[config.mk]
export PLATFORM = sky130hd
export DESIGN_NAME = tlsm_top
export DESIGN_NICKNAME = d
export VERILOG_FILES = /design/src/common/tlsm_pkg.sv /design/src/rtl/tlsm_top.sv /design/src/rtl/tlsm_log_mem.sv
export VERILOG_INCLUDE_DIRS = /design/src /design/src/common
export SDC_FILE = /design/constraint.sdc
export NUM_CORES = 2
export LEC_CHECK = 0
export ABC_CLOCK_PERIOD_IN_PS = 14000
export BUFFER_PORTS_ARGS = -buffer_cell sky130_fd_sc_hd__buf_2
export CAP_MARGIN = 20
export CORE_UTILIZATION = 44
export CTS_BUF_LIST = sky130_fd_sc_hd__clkbuf_8
export DETAILED_ROUTE_END_ITERATION = 8
export HOLD_SLACK_MARGIN = 0.1
export REMOVE_ABC_BUFFERS = 1
export SYNTH_ARGS = -nofsm -noshare
export SYNTH_HDL_FRONTEND = slang
export SYNTH_SLANG_ARGS = --single-unit
[constraint.sdc]
create_clock -name sys_clk -period 14 [get_ports sys_clk]
set_clock_uncertainty 0.15 [all_clocks]
set_input_delay 2.8 -clock sys_clk [delete_from_list [all_inputs] [get_ports sys_clk]]
set_output_delay 2.8 -clock sys_clk [all_outputs]
set_load 0.005 [all_outputs]
[src/common/tlsm_consts.svh]
// Offsets, field positions, reset values and timing counts of the transformer load status monitor.
// Assumes byte addressing on a 32-bit Avalon-MM slave with word-aligned registers.
`ifndef TLSM_CONSTS_SVH
`define TLSM_CONSTS_SVH

`define TLSM_OFF_LIM_NOLOAD 6'h00
`define TLSM_OFF_LIM_NOMINAL 6'h04
`define TLSM_OFF_LIM_HIGH 6'h08
`define TLSM_OFF_STATUS 6'h0C
`define TLSM_OFF_IRQ_STAT 6'h10
`define TLSM_OFF_IRQ_MASK 6'h14
`define TLSM_OFF_LOG_SEL 6'h18
`define TLSM_OFF_LOG_COUNT 6'h1C
`define TLSM_OFF_LOG_W0 6'h20
`define TLSM_OFF_LOG_W1 6'h24
`define TLSM_OFF_LOG_W2 6'h28
`define TLSM_OFF_LOG_W3 6'h2C
`define TLSM_OFF_LOG_W4 6'h30

`define TLSM_NUM_FLAGS 6
`define TLSM_NUM_EVENTS 14
`define TLSM_FLAG_NOLOAD 0
`define TLSM_FLAG_HV_INRUSH 1
`define TLSM_FLAG_LV_INRUSH 2
`define TLSM_FLAG_NORMAL 3
`define TLSM_FLAG_OVERLOAD 4
`define TLSM_FLAG_HEAVY 5
`define TLSM_EV_CALC_START 12
`define TLSM_EV_CALC_DONE 13
`define TLSM_STATUS_BUSY_BIT 8

`define TLSM_LOG_DEPTH 4'hC
`define TLSM_LOG_LAST 5'h0B
`define TLSM_CALC_CYCLES 8'h10
`define TLSM_BUS_ACK_PHASE 2'h2

`define TLSM_LIM_NOLOAD_RST 16'h0019
`define TLSM_LIM_NOMINAL_RST 16'h0100
`define TLSM_LIM_HIGH_RST 16'h0300

`endif

[src/common/tlsm_pkg.sv]
// Types shared by the transformer load status monitor files.
// Assumes currents in unsigned 8.8 per-unit and a millisecond time count.
package tlsm_pkg;

  typedef enum logic {TLSM_CALC_IDLE, TLSM_CALC_RUN} tlsm_calc_state_t;

  typedef struct packed {
    logic [47:0] stamp;
    logic [3:0] ev;
    logic [15:0] hv_l1;
    logic [15:0] hv_l2;
    logic [15:0] hv_l3;
    logic [15:0] lv_l1;
    logic [15:0] lv_l2;
    logic [15:0] lv_l3;
  } tlsm_entry_t;

endpackage : tlsm_pkg

[src/rtl/tlsm_top.sv]
// Transformer load status monitor: load classification flags, event generation and a twelve-entry event log.
// Assumes phase currents and the millisecond stamp come from logic on sys_clk, so they are not synchronised.
`timescale 1ns/100ps
`include "tlsm_consts.svh"

// Function
// The no-load flag is high while the largest measured current is below the no-load limit.
// The HV inrush flag is high while the largest HV phase current exceeds the high overcurrent limit.
// The LV inrush flag is high while the largest LV phase current exceeds the high overcurrent limit.
// The normal-load flag is high only while the current is above the no-load limit and below the nominal limit.
// The overload flag is high while the current lies between the nominal and the high overcurrent limits.
// The heavy overload flag is high while the current exceeds the high overcurrent limit.
// Each of the six flags produces its own ON event when it rises and its own OFF event when it falls.
// Any change of a limit setting produces an event announcing that new transformer data is being calculated.
// The end of that recalculation produces an event announcing completion and a possible restart.
// The log keeps the latest twelve operations with one time-stamped entry per event.
// Each entry holds the millisecond time stamp, the event code and the six phase currents in per-unit.
// A new entry into a full log overwrites the oldest one.
module tlsm_top (
  input wire logic sys_clk,
  input wire logic rst,
  input wire logic [5:0] avs_address,
  input wire logic avs_read,
  input wire logic avs_write,
  input wire logic [31:0] avs_writedata,
  input wire logic [3:0] avs_byteenable,
  output logic [31:0] avs_readdata,
  output logic avs_waitrequest,
  input wire logic [15:0] hv_cur_l1,
  input wire logic [15:0] hv_cur_l2,
  input wire logic [15:0] hv_cur_l3,
  input wire logic [15:0] lv_cur_l1,
  input wire logic [15:0] lv_cur_l2,
  input wire logic [15:0] lv_cur_l3,
  input wire logic [47:0] stamp_ms,
  output logic flag_noload,
  output logic flag_hv_inrush,
  output logic flag_lv_inrush,
  output logic flag_load_normal,
  output logic flag_overload,
  output logic heavy_overload_flag,
  output logic irq
);

  logic [1:0] phase_reg;
  logic bus_req;
  logic acc_wr;
  logic acc_rd;
  logic set_wr;
  logic [15:0] lim_noload_reg;
  logic [15:0] lim_nominal_reg;
  logic [15:0] lim_high_reg;
  logic [15:0] hv_max;
  logic [15:0] lv_max;
  logic [15:0] all_max;
  logic [5:0] flags_next;
  logic [5:0] flags_reg;
  logic [13:0] ev_set;
  logic [13:0] pend_reg;
  logic [13:0] pop_mask;
  logic pop_valid;
  logic [3:0] pop_id;
  tlsm_pkg::tlsm_calc_state_t calc_state_reg;
  logic [7:0] calc_cnt_reg;
  logic calc_done;
  logic [3:0] wr_ptr_reg;
  logic [3:0] log_cnt_reg;
  logic [3:0] log_sel_reg;
  logic [3:0] rd_addr;
  tlsm_pkg::tlsm_entry_t wr_entry;
  tlsm_pkg::tlsm_entry_t rd_entry;
  logic [13:0] irq_stat_reg;
  logic [13:0] irq_mask_reg;
  logic [31:0] rd_mux;
  logic log_hit;

  // Byte-lane merge for the sixteen-bit wide registers.
  function automatic logic [15:0] merge16(input logic [15:0] old, input logic [31:0] wd, input logic [3:0] be);
    merge16 = {be[1] ? wd[15:8] : old[15:8], be[0] ? wd[7:0] : old[7:0]};
  endfunction : merge16

  // Largest of three phase currents.
  function automatic logic [15:0] max3(input logic [15:0] a, input logic [15:0] b, input logic [15:0] c);
    logic [15:0] m;
    m = (a > b) ? a : b;
    max3 = (m > c) ? m : c;
  endfunction : max3

  // Reduces a value below twenty-four into the twelve log slots.
  function automatic logic [3:0] mod12(input logic [4:0] v);
    logic [4:0] r;
    r = (v >= {1'b0, `TLSM_LOG_DEPTH}) ? v - {1'b0, `TLSM_LOG_DEPTH} : v;
    mod12 = r[3:0];
  endfunction : mod12

  // Every access answers in its third cycle; the middle cycle lets the log memory settle after a select write.
  assign bus_req = avs_read | avs_write;
  assign avs_waitrequest = bus_req && (phase_reg != `TLSM_BUS_ACK_PHASE);
  assign acc_wr = avs_write && (phase_reg == `TLSM_BUS_ACK_PHASE);
  assign acc_rd = avs_read && (phase_reg == `TLSM_BUS_ACK_PHASE);
  assign set_wr = acc_wr && (avs_address == `TLSM_OFF_LIM_NOLOAD || avs_address == `TLSM_OFF_LIM_NOMINAL ||
                             avs_address == `TLSM_OFF_LIM_HIGH);

  // Bus phase counter.
  always_ff @(posedge sys_clk)
  begin
    if (rst || !bus_req || phase_reg == `TLSM_BUS_ACK_PHASE)
    begin
      phase_reg <= 2'h0;
    end
    else
    begin
      phase_reg <= phase_reg + 2'h1;
    end
  end

  // Limit settings and software controls.
  always_ff @(posedge sys_clk)
  begin
    if (rst)
    begin
      lim_noload_reg <= `TLSM_LIM_NOLOAD_RST;
      lim_nominal_reg <= `TLSM_LIM_NOMINAL_RST;
      lim_high_reg <= `TLSM_LIM_HIGH_RST;
      irq_mask_reg <= 14'h0000;
      log_sel_reg <= 4'h0;
    end
    else if (acc_wr)
    begin
      unique case (avs_address)
        `TLSM_OFF_LIM_NOLOAD: lim_noload_reg <= merge16(lim_noload_reg, avs_writedata, avs_byteenable);
        `TLSM_OFF_LIM_NOMINAL: lim_nominal_reg <= merge16(lim_nominal_reg, avs_writedata, avs_byteenable);
        `TLSM_OFF_LIM_HIGH: lim_high_reg <= merge16(lim_high_reg, avs_writedata, avs_byteenable);
        `TLSM_OFF_IRQ_MASK: irq_mask_reg <= 14'(merge16({2'h0, irq_mask_reg}, avs_writedata, avs_byteenable));
        `TLSM_OFF_LOG_SEL: log_sel_reg <= 4'(merge16({12'h000, log_sel_reg}, avs_writedata, avs_byteenable));
        default: ;
      endcase
    end
  end

  // Classification uses the largest phase on each side; only equality with the no-load limit falls between the bands.
  always_comb
  begin
    hv_max = max3(hv_cur_l1, hv_cur_l2, hv_cur_l3);
    lv_max = max3(lv_cur_l1, lv_cur_l2, lv_cur_l3);
    all_max = (hv_max > lv_max) ? hv_max : lv_max;
    flags_next[`TLSM_FLAG_NOLOAD] = all_max < lim_noload_reg;
    flags_next[`TLSM_FLAG_HV_INRUSH] = hv_max > lim_high_reg;
    flags_next[`TLSM_FLAG_LV_INRUSH] = lv_max > lim_high_reg;
    flags_next[`TLSM_FLAG_NORMAL] = (all_max > lim_noload_reg) && (all_max < lim_nominal_reg);
    flags_next[`TLSM_FLAG_OVERLOAD] = (all_max >= lim_nominal_reg) && (all_max <= lim_high_reg);
    flags_next[`TLSM_FLAG_HEAVY] = all_max > lim_high_reg;
  end

  // Flags are registered once per cycle.
  always_ff @(posedge sys_clk)
  begin
    if (rst)
    begin
      flags_reg <= 6'h00;
    end
    else
    begin
      flags_reg <= flags_next;
    end
  end

  assign flag_noload = flags_reg[`TLSM_FLAG_NOLOAD];
  assign flag_hv_inrush = flags_reg[`TLSM_FLAG_HV_INRUSH];
  assign flag_lv_inrush = flags_reg[`TLSM_FLAG_LV_INRUSH];
  assign flag_load_normal = flags_reg[`TLSM_FLAG_NORMAL];
  assign flag_overload = flags_reg[`TLSM_FLAG_OVERLOAD];
  assign heavy_overload_flag = flags_reg[`TLSM_FLAG_HEAVY];

  // Edge detection: event 2k is flag k ON, event 2k+1 is flag k OFF.
  for (genvar k = 0; k < `TLSM_NUM_FLAGS; k++)
  begin : g_edge
    assign ev_set[2 * k] = flags_next[k] & ~flags_reg[k];
    assign ev_set[2 * k + 1] = ~flags_next[k] & flags_reg[k];
  end
  assign ev_set[`TLSM_EV_CALC_START] = set_wr;
  assign ev_set[`TLSM_EV_CALC_DONE] = calc_done;

  // Recalculation timer; a further setting change restarts it.
  assign calc_done = (calc_state_reg == tlsm_pkg::TLSM_CALC_RUN) && (calc_cnt_reg == 8'h00) && !set_wr;
  always_ff @(posedge sys_clk)
  begin
    if (rst)
    begin
      calc_state_reg <= tlsm_pkg::TLSM_CALC_IDLE;
      calc_cnt_reg <= 8'h00;
    end
    else
    begin
      unique case (calc_state_reg)
        tlsm_pkg::TLSM_CALC_IDLE:
        begin
          if (set_wr)
          begin
            calc_state_reg <= tlsm_pkg::TLSM_CALC_RUN;
            calc_cnt_reg <= `TLSM_CALC_CYCLES - 8'h01;
          end
        end
        tlsm_pkg::TLSM_CALC_RUN:
        begin
          if (set_wr)
          begin
            calc_cnt_reg <= `TLSM_CALC_CYCLES - 8'h01;
          end
          else if (calc_cnt_reg == 8'h00)
          begin
            calc_state_reg <= tlsm_pkg::TLSM_CALC_IDLE;
          end
          else
          begin
            calc_cnt_reg <= calc_cnt_reg - 8'h01;
          end
        end
      endcase
    end
  end

  // Lowest pending event code goes to the log first; several may arise in one cycle.
  always_comb
  begin
    pop_valid = 1'b0;
    pop_id = 4'h0;
    for (int i = `TLSM_NUM_EVENTS - 1; i >= 0; i--)
    begin
      if (pend_reg[i])
      begin
        pop_valid = 1'b1;
        pop_id = i[3:0];
      end
    end
    pop_mask = pop_valid ? (14'h0001 << pop_id) : 14'h0000;
  end

  // New events win over the pop of the same code.
  always_ff @(posedge sys_clk)
  begin
    if (rst)
    begin
      pend_reg <= 14'h0000;
    end
    else
    begin
      pend_reg <= (pend_reg & ~pop_mask) | ev_set;
    end
  end

  // Entry content is captured at the moment the event is logged.
  always_comb
  begin
    wr_entry.stamp = stamp_ms;
    wr_entry.ev = pop_id;
    wr_entry.hv_l1 = hv_cur_l1;
    wr_entry.hv_l2 = hv_cur_l2;
    wr_entry.hv_l3 = hv_cur_l3;
    wr_entry.lv_l1 = lv_cur_l1;
    wr_entry.lv_l2 = lv_cur_l2;
    wr_entry.lv_l3 = lv_cur_l3;
  end

  // Circular log pointer; when full the write slot is the oldest entry.
  always_ff @(posedge sys_clk)
  begin
    if (rst)
    begin
      wr_ptr_reg <= 4'h0;
      log_cnt_reg <= 4'h0;
    end
    else if (pop_valid)
    begin
      wr_ptr_reg <= mod12({1'b0, wr_ptr_reg} + 5'h01);
      log_cnt_reg <= (log_cnt_reg == `TLSM_LOG_DEPTH) ? `TLSM_LOG_DEPTH : log_cnt_reg + 4'h1;
    end
  end

  // Select 0 is the newest entry.
  assign rd_addr = mod12({1'b0, wr_ptr_reg} + `TLSM_LOG_LAST - {1'b0, log_sel_reg});
  assign log_hit = log_sel_reg < log_cnt_reg;

  tlsm_log_mem u_log_mem (
    .sys_clk(sys_clk),
    .rst(rst),
    .wr_en(pop_valid),
    .wr_addr(wr_ptr_reg),
    .wr_data(wr_entry),
    .rd_addr(rd_addr),
    .rd_data(rd_entry)
  );

  // Sticky interrupt status; a read clears only the bits it returned, so a late event is never lost.
  always_ff @(posedge sys_clk)
  begin
    if (rst)
    begin
      irq_stat_reg <= 14'h0000;
    end
    else
    begin
      irq_stat_reg <= (irq_stat_reg & ~((acc_rd && avs_address == `TLSM_OFF_IRQ_STAT) ? avs_readdata[13:0] :
                       14'h0000)) | ev_set;
    end
  end

  assign irq = |(irq_stat_reg & irq_mask_reg);

  // Read mux; unmapped offsets read as zero.
  always_comb
  begin
    unique case (avs_address)
      `TLSM_OFF_LIM_NOLOAD: rd_mux = {16'h0000, lim_noload_reg};
      `TLSM_OFF_LIM_NOMINAL: rd_mux = {16'h0000, lim_nominal_reg};
      `TLSM_OFF_LIM_HIGH: rd_mux = {16'h0000, lim_high_reg};
      `TLSM_OFF_STATUS: rd_mux = {23'h000000, calc_state_reg == tlsm_pkg::TLSM_CALC_RUN, 2'h0, flags_reg};
      `TLSM_OFF_IRQ_STAT: rd_mux = {18'h00000, irq_stat_reg};
      `TLSM_OFF_IRQ_MASK: rd_mux = {18'h00000, irq_mask_reg};
      `TLSM_OFF_LOG_SEL: rd_mux = {28'h0000000, log_sel_reg};
      `TLSM_OFF_LOG_COUNT: rd_mux = {28'h0000000, log_cnt_reg};
      `TLSM_OFF_LOG_W0: rd_mux = log_hit ? rd_entry.stamp[31:0] : 32'h00000000;
      `TLSM_OFF_LOG_W1: rd_mux = log_hit ? {12'h000, rd_entry.ev, rd_entry.stamp[47:32]} : 32'h00000000;
      `TLSM_OFF_LOG_W2: rd_mux = log_hit ? {rd_entry.hv_l2, rd_entry.hv_l1} : 32'h00000000;
      `TLSM_OFF_LOG_W3: rd_mux = log_hit ? {rd_entry.lv_l1, rd_entry.hv_l3} : 32'h00000000;
      `TLSM_OFF_LOG_W4: rd_mux = log_hit ? {rd_entry.lv_l3, rd_entry.lv_l2} : 32'h00000000;
      default: rd_mux = 32'h00000000;
    endcase
  end

  // Read data are captured in the second cycle and held through the answer.
  always_ff @(posedge sys_clk)
  begin
    if (rst)
    begin
      avs_readdata <= 32'h00000000;
    end
    else if (avs_read && phase_reg == 2'h1)
    begin
      avs_readdata <= rd_mux;
    end
  end

  AST_NOLOAD: assert property (@(posedge sys_clk) disable iff (rst)
    (all_max < lim_noload_reg) |=> flag_noload) else $error("no-load flag missing");
  AST_HV_INRUSH: assert property (@(posedge sys_clk) disable iff (rst)
    (hv_max > lim_high_reg) |=> flag_hv_inrush) else $error("HV inrush flag missing");
  AST_LV_INRUSH: assert property (@(posedge sys_clk) disable iff (rst)
    (lv_max <= lim_high_reg) |=> !flag_lv_inrush) else $error("LV inrush flag spurious");
  AST_NORMAL: assert property (@(posedge sys_clk) disable iff (rst)
    flag_load_normal |-> (flag_noload == 1'b0 && flag_overload == 1'b0 && heavy_overload_flag == 1'b0))
    else $error("normal flag overlaps another band");
  AST_OVERLOAD: assert property (@(posedge sys_clk) disable iff (rst)
    (all_max >= lim_nominal_reg && all_max <= lim_high_reg) |=> flag_overload) else $error("overload flag missing");
  AST_HEAVY: assert property (@(posedge sys_clk) disable iff (rst)
    heavy_overload_flag |-> (flag_hv_inrush || flag_lv_inrush)) else $error("heavy flag without an inrush side");
  AST_FLAG_EVENTS: assert property (@(posedge sys_clk) disable iff (rst)
    ($rose(flag_noload) |-> pend_reg[0]) and ($fell(heavy_overload_flag) |-> pend_reg[11]))
    else $error("flag edge produced no event");
  AST_CALC_START: assert property (@(posedge sys_clk) disable iff (rst)
    set_wr |=> pend_reg[`TLSM_EV_CALC_START] && calc_state_reg == tlsm_pkg::TLSM_CALC_RUN)
    else $error("setting change produced no start event");
  AST_CALC_DONE: assert property (@(posedge sys_clk) disable iff (rst)
    (calc_state_reg == tlsm_pkg::TLSM_CALC_IDLE) ##1 (set_wr && calc_state_reg == tlsm_pkg::TLSM_CALC_IDLE)
    ##1 (!set_wr) [*8] ##1 (!set_wr) [*8] |=> pend_reg[`TLSM_EV_CALC_DONE]) else $error("no completion event");
  AST_LOG_GROW: assert property (@(posedge sys_clk) disable iff (rst)
    (pop_valid && log_cnt_reg < `TLSM_LOG_DEPTH) |=> log_cnt_reg == $past(log_cnt_reg) + 4'h1)
    else $error("log count did not grow");
  AST_LOG_CONTENT: assert property (@(posedge sys_clk) disable iff (rst)
    pop_valid |=> (u_log_mem.mem[$past(wr_ptr_reg)].ev == $past(pop_id) &&
    u_log_mem.mem[$past(wr_ptr_reg)].stamp == $past(stamp_ms))) else $error("log entry content wrong");
  AST_LOG_WRAP: assert property (@(posedge sys_clk) disable iff (rst)
    (pop_valid && log_cnt_reg == `TLSM_LOG_DEPTH) |=> (log_cnt_reg == `TLSM_LOG_DEPTH &&
    wr_ptr_reg == mod12({1'b0, $past(wr_ptr_reg)} + 5'h01))) else $error("full log did not overwrite oldest");

  COV_HEAVY_ON: cover property (@(posedge sys_clk) disable iff (rst) $rose(heavy_overload_flag));
  COV_CALC_DONE: cover property (@(posedge sys_clk) disable iff (rst) calc_done);
  COV_LOG_WRAP: cover property (@(posedge sys_clk) disable iff (rst) pop_valid && log_cnt_reg == `TLSM_LOG_DEPTH);
  COV_IRQ: cover property (@(posedge sys_clk) disable iff (rst) $rose(irq));

endmodule : tlsm_top

[src/rtl/tlsm_log_mem.sv]
// Twelve-entry event log storage with one write port and a registered read port.
// Assumes the caller keeps both addresses below twelve.
`timescale 1ns/100ps
`include "tlsm_consts.svh"

module tlsm_log_mem (
  input wire logic sys_clk,
  input wire logic rst,
  input wire logic wr_en,
  input wire logic [3:0] wr_addr,
  input wire tlsm_pkg::tlsm_entry_t wr_data,
  input wire logic [3:0] rd_addr,
  output tlsm_pkg::tlsm_entry_t rd_data
);

  tlsm_pkg::tlsm_entry_t mem [0:11];

  // Storage has no reset; an unwritten slot is masked by the entry count upstream.
  always_ff @(posedge sys_clk)
  begin
    if (wr_en)
    begin
      mem[wr_addr] <= wr_data;
    end
  end

  // Read data always come from a register so the bus mux sees a clean timing path.
  always_ff @(posedge sys_clk)
  begin
    if (rst)
    begin
      rd_data <= '0;
    end
    else
    begin
      rd_data <= mem[rd_addr];
    end
  end

endmodule : tlsm_log_mem

# Word-level counts from Yosys, hierarchy flattened
# Memory sizes are Yosys's and may differ from the RTL's. A register that Yosys moved wholly into a read port is not among the register bits.
# Index checks and enable logic that the tools add are counted.
# op_classes
add_sub_neg	8
n_lt_le_gt_ge	16
eq_ne	18
n_shift	1
muxes	54
bitwise_logic	33
reduce_logical	29
# op_table
operator	n
one-hot mux 32 bit (13 select lines)	1
> comparator 16 bit	9
2-to-1 mux 32 bit	4
2-to-1 mux 16 bit	5
2-to-1 mux 4 bit	17
bitwise AND 14 bit	3
< comparator 16 bit	2
== test 6 bit (second input constant)	5
2-to-1 mux 14 bit	2
inverter 14 bit	2
OR 14 bit	2
AND reduction 3 bit	9
== test 6 x 5 -> 1 bit (second input constant)	4
2-to-1 mux 8 bit	3
2-to-1 mux 20 bit	1
2-to-1 mux 1 bit	19
>= comparator 16 bit	1
less-or-equal comparator 16 bit	1
one-hot mux 8 bit (2 select lines)	1
OR reduction 14 bit	1
<< shifter 1 x 4 -> 14 bit (first input constant)	1
inverter 1 bit	13
bitwise AND 1 bit	12
== test 6 x 4 -> 1 bit (second input constant)	2
other kinds (23)	39
# totals
regBits	151
ramBits	1776
inputBits	190
output_inout_bits	40
word_cells	178
n_memories	1
# mem_list
name	depth	word_bits	read_ports	rd_clocked_by_memory_dff	write_ports	line_no	rtl
u_log_mem.mem	12	148	1	1	1	tlsm_log_mem.sv:16	tlsm_pkg::tlsm_entry_t mem [0:11];

# Logic depth before layout (Yosys ltp)
# depth
word_depth	19
depth_mapped	38
ltp_nobuf	34

# By module
# From an unflattened synthesis, not the netlist that was laid out.
# hier_totals
cells_unflattened	4799
hier_area_um2	85047.8
# modules_own_cells
module	n_inst	cells_per_inst	area_per_inst_um2	seq_area_each_um2
tlsm_log_mem	1	3159	72542.1	56294.0
tlsm_top	1	1640	12505.7	3022.9

# Worst setup path before layout
# No wires, ideal clock.
# synth_timing
path_kind	in2reg
startpoint	input hv_cur_l2[15]
endpoint	register irq_stat_reg[9]
setup_time_ps	131
arrival_time_ps	10183
required_ps	13719
slack_ps	3537
path_stages	34
path_buffers	3
cell_sequence	inv_1 -> ha_1 -> nand4_2 -> nor3_2 -> a2111o_1 -> o31ai_4 -> buf_2 -> mux2_2 -> ha_1 -> nand2_1 -> or3_1 -> or3_1 -> o31a_1 -> clkbuf_1 -> nand2_1 -> o21ai_0 -> ha_1 -> nand4_1 -> a31oi_1 -> a211oi_1 -> or2_2 -> nand2_1 -> clkbuf_1 -> mux2_2 -> ha_1 -> a21o_1 -> a21o_1 -> a211o_1 -> a221oi_1 -> o211ai_1 -> nand2_1 -> mux2i_4 -> nor3_4 -> o22ai_1
# synth_via
elab_chain_cells	11
elab_cells_between_ends	12
classes_between	order compare (5); mux (3); bitwise (3); reduce/logical (1)
# synth_rtl
element	line_no	rtl
from (decl)	tlsm_top.sv:30	input wire logic [15:0] hv_cur_l2,
> comparator 16 bit	tlsm_top.sv:85	m = (a > b) ? a : b;
2-to-1 mux 16 bit *	tlsm_top.sv:85	
> comparator 16 bit	tlsm_top.sv:86	max3 = (m > c) ? m : c;
2-to-1 mux 16 bit *	tlsm_top.sv:86	
> comparator 16 bit	tlsm_top.sv:146	all_max = (hv_max > lv_max) ? hv_max : lv_max;
2-to-1 mux 16 bit *	tlsm_top.sv:146	
>= comparator 16 bit or less-or-equal comparator 16 bit (tied branches)	tlsm_top.sv:151	flags_next[`TLSM_FLAG_OVERLOAD] = (all_max >= lim_nominal_reg) && (all_max <= lim_high_reg);
logical AND 1 bit *	tlsm_top.sv:151	
inverter 1 bit *	tlsm_top.sv:179	assign ev_set[2 * k + 1] = ~flags_next[k] & flags_reg[k];
bitwise AND 1 bit *	tlsm_top.sv:179	
OR 14 bit *	tlsm_top.sv:303	irq_stat_reg <= (irq_stat_reg & ~((acc_rd && avs_address == `TLSM_OFF_IRQ_STAT) ? avs_readdata[13:0] :
to (signal assigned)	tlsm_top.sv:303	
to (decl)	tlsm_top.sv:72	logic [13:0] irq_stat_reg;
# Every way passes the cells marked *; elsewhere a longest branch is shown, timed or not.
# A chain may end at the register's enable or synchronous reset.

# Worst setup path after layout
# layout_timing
startpoint	input hv_cur_l2[13]
endpoint	register irq_stat_reg[10]
# layout_via
elab_chain_cells	9
# layout_rtl
element	line_no	rtl
> comparator 16 bit	tlsm_top.sv:85	
2-to-1 mux 16 bit *	tlsm_top.sv:85	
> comparator 16 bit	tlsm_top.sv:86	
2-to-1 mux 16 bit *	tlsm_top.sv:86	
> comparator 16 bit	tlsm_top.sv:146	
2-to-1 mux 16 bit *	tlsm_top.sv:146	
> comparator 16 bit *	tlsm_top.sv:152	flags_next[`TLSM_FLAG_HEAVY] = all_max > lim_high_reg;
bitwise AND 1 bit *	tlsm_top.sv:178	assign ev_set[2 * k] = flags_next[k] & ~flags_reg[k];
OR 14 bit *	tlsm_top.sv:303	
# Marks and branches as above.

==> results.md <==
* Synth top area cells: edfxtp_1, mux4_2, dfxtp_1
* Seq/Total Area, Yosys at 0.718
* Post-Layout Cell Count at 7781
* Largest net degree at the start of global routing at between 150 and 200
* Post-route ant nets at 0
* Max FO, Critical Path at 20
* Pre-CTS WS at around 1600 ps
* Core Box Area at 186000 µm²
* Largest register FFs at around 1800
* Most used DFF post-synth: edfxtp_1
* Syn-to-layout area delta at 13.0%
* Slew headroom at 0.241
* WHS Path Cells at 1
* Crit Path Class: input pin to flop
* Ys Warns at 0
* Total Routing Usage GR at 0.229
* Worst-Skew Late Latency at approximately 1100 ps
* Hold buffers post-CTS at 0
* Crit path launch type: input pin
* Most numerous cell on the critical path: ha_1
* CTS root buffer: clkbuf_8
* Post-Syn Instances at roughly 4600
* Clock transition at path regs at 60 ps
* First-pass GRT wire length at approximately 320000 µm
* Clock sink count at just over 2000
* Die area at around 190000 µm²
* Final WS setup at around 2600 ps
* Placed cells at about 7100
* R2R Setup Slk at 8270 ps
* Hold Fails Final Rpt at 0
* EDFF count, synth at 1776
* Post-CTS Resized at 0
* # IOs at 230
* Max frequency at between 0.08 and 0.09 GHz
* Status: finished clean
* Post-Syn Area per Cell at about 18 µm²
* Biggest regs: u_log_mem.mem (1776), u_log_mem.rd_data (148), avs_readdata (32)
* Worst r2r dst: u_log_mem.rd_data[28]
* Num CTS Buffers at 349
* Post-layout min period at about 11000 ps
* Hold Crit Class: flop to flop
* Power density cells at around 230 nW/µm²
* TritonCTS clock tree: built
* Synth async-reset ratio at 0
* CP required at about 15000 ps
* DRT iter0 DRCs at roughly 4400
* Sum Neg Setup Slack at 0 ps
* Worst reg2reg path depth at 13
* Critical path data arrival time at approximately 12000 ps
* Die height at ~440 µm
* Router iterations before antenna repair at 8
* Max incr delay on CP at ~920 ps
* RSZ-0062 raised after global routing: no
* NumNets Final at about 5400
* Post-DP Area at between 80000 and 90000 µm²
* Util after Layout at 0.502
* Largest reg by FF count: u_log_mem.mem
* Worst R2R Start: log_sel_reg[1]
* Maxcap violations at 0
* Number of port buffers at 211
* Postcts setup bufs at 0
* Max clock buf depth at 4
* Count leader, synth: edfxtp_1
* Vias at approximately 45000
* DP Wirelength at 128000 µm
* Global route total overflow at 0
* Slew @ Worst Pin at approximately 1100 ps
* Synth top area share at 0.645
* Number of global-route vias before repair at about 46000
* Crit. End Element: flop
* Final Max Slew Viols at 0
* Starting density of the core at 0.444
* Share of cells above drive strength 1 at 0.246
* Final period utilization at 0.813
* Drc violations at 0
* Synth cell types at 84
* Yosys reg bits at ~2100
* Via/cell ratio at between 5 and 6
* Die width at about 440 µm
* Wirelength, routed at 218000 µm
* Antenna violations before repair at 66
* WL/cell at ~28 µm
* CP max-delay cell: o31ai_4
* Maximum VDD drop at a little over 0.4 mV
* Post-route cell area at slightly above 90000 µm²
* Hold path startpoint: phase_reg[0]
* Worst hold endpoint: phase_reg[0]
* Mapped Area at 82600 µm²
* Synth cell count leaders: edfxtp_1, mux4_2, dfxtp_1
* Max H-tree Level at 5
* Yosys top cell by area: edfxtp_1
* RD Place Congestion at around 0.89
* Placement Rows at about 160
* Final setup vio count at 0
* LEAKAGE at between 0.03 and 0.04 µW
[cell usage in the layout (no fill, tap or decap), types with 16 or more instances in the layout]
cell type / instances
edfxtp_1: 1776
mux4_2: 444
clkbuf_8: 391
dfxtp_1: 299
inv_1: 275
nor2_1: 246
buf_2: 210
nand2_1: 196
a21oi_1: 183
ha_1: 177
a211oi_1: 154
mux2i_1: 148
buf_4: 84
a22oi_1: 72
nand3_1: 66
o21ai_0: 54
mux2_2: 51
clkinv_1: 51
clkinv_2: 43
nand4_1: 35
a21o_1: 24
a222oi_1: 23
nor3_1: 19
o211ai_1: 18
o21a_1: 17
a221oi_1: 16
[how the worst max path moves through the flow]
| stage | start | end | slack (ps) | cells after the start |
|---|---|---|---|---|
| floorplan | log_sel_reg[0] | u_log_mem.rd_data[0] | -13760 | 6 |
| global route | hv_cur_l2[13] | irq_stat_reg[10] | 1970 | 32 |
| detailed placement | hv_cur_l2[13] | irq_stat_reg[9] | 1560 | 32 |
| CTS | hv_cur_l2[13] | irq_stat_reg[10] | 2710 | 32 |
| global placement | hv_cur_l2[13] | irq_stat_reg[10] | 1550 | 32 |
| finish | hv_cur_l2[13] | irq_stat_reg[10] | 2610 | 32 |
[cell families after synthesis]
family / share of synthesized area
XOR/XNOR: 0.00148
adder cells (fa/ha/maj): 0.0273
buffers and inverters: 0.0180
flip-flops: 0.718
AND/OR/NAND/NOR: 0.0356
multiplexers: 0.146
AO/OA/AOI/OAI: 0.0533
[where the power goes]
part           internal (µW)  leakage, µW  switching [µW]  total, µW
registers               7880       0.0186             249       8130
clock network           2690      0.00383            2390       5070
logic                   3320      0.00942            5130       8440
[metal layers]
metal,share of wire,up-vias,track usage
li1,-,19400,-
met2,0.47,1597,0.363
met4,0.028,32,0.0703
met3,0.073,437,0.0469
met5,0.00085,-,0
met1,0.42,23400,0.317
[through the flow]
step           hold slack [ps]  power [µW]
6_report                   313       21600
5_1_grt                    340       22700
4_1_cts                    305       21900
3_5_place_dp               297       16800
3_3_place_gp               289       16800
2_1_floorplan              277       15000
[worst max-delay path, delay by kind of cell]
family                   cells  cell delay (ps)
adder cells (fa/ha/maj)      4             1300
multiplexers                 3             1010
buffers and inverters        3              720
AO/OA/AOI/OAI               14             4250
AND/OR/NAND/NOR              8             2020
[cell type report]
class                   count  area (µm²)
clock buffers             391        5380
diodes                     14        35.0
clock inverters           233        1160
flip-flops and latches   2075       59300
inverters                 155         582
fillers                 15200       92700
repair buffers            300        1800
multi-input cells        2133       22000
well taps                2480        3100
Note: power is estimated with default switching activity, not from simulation.
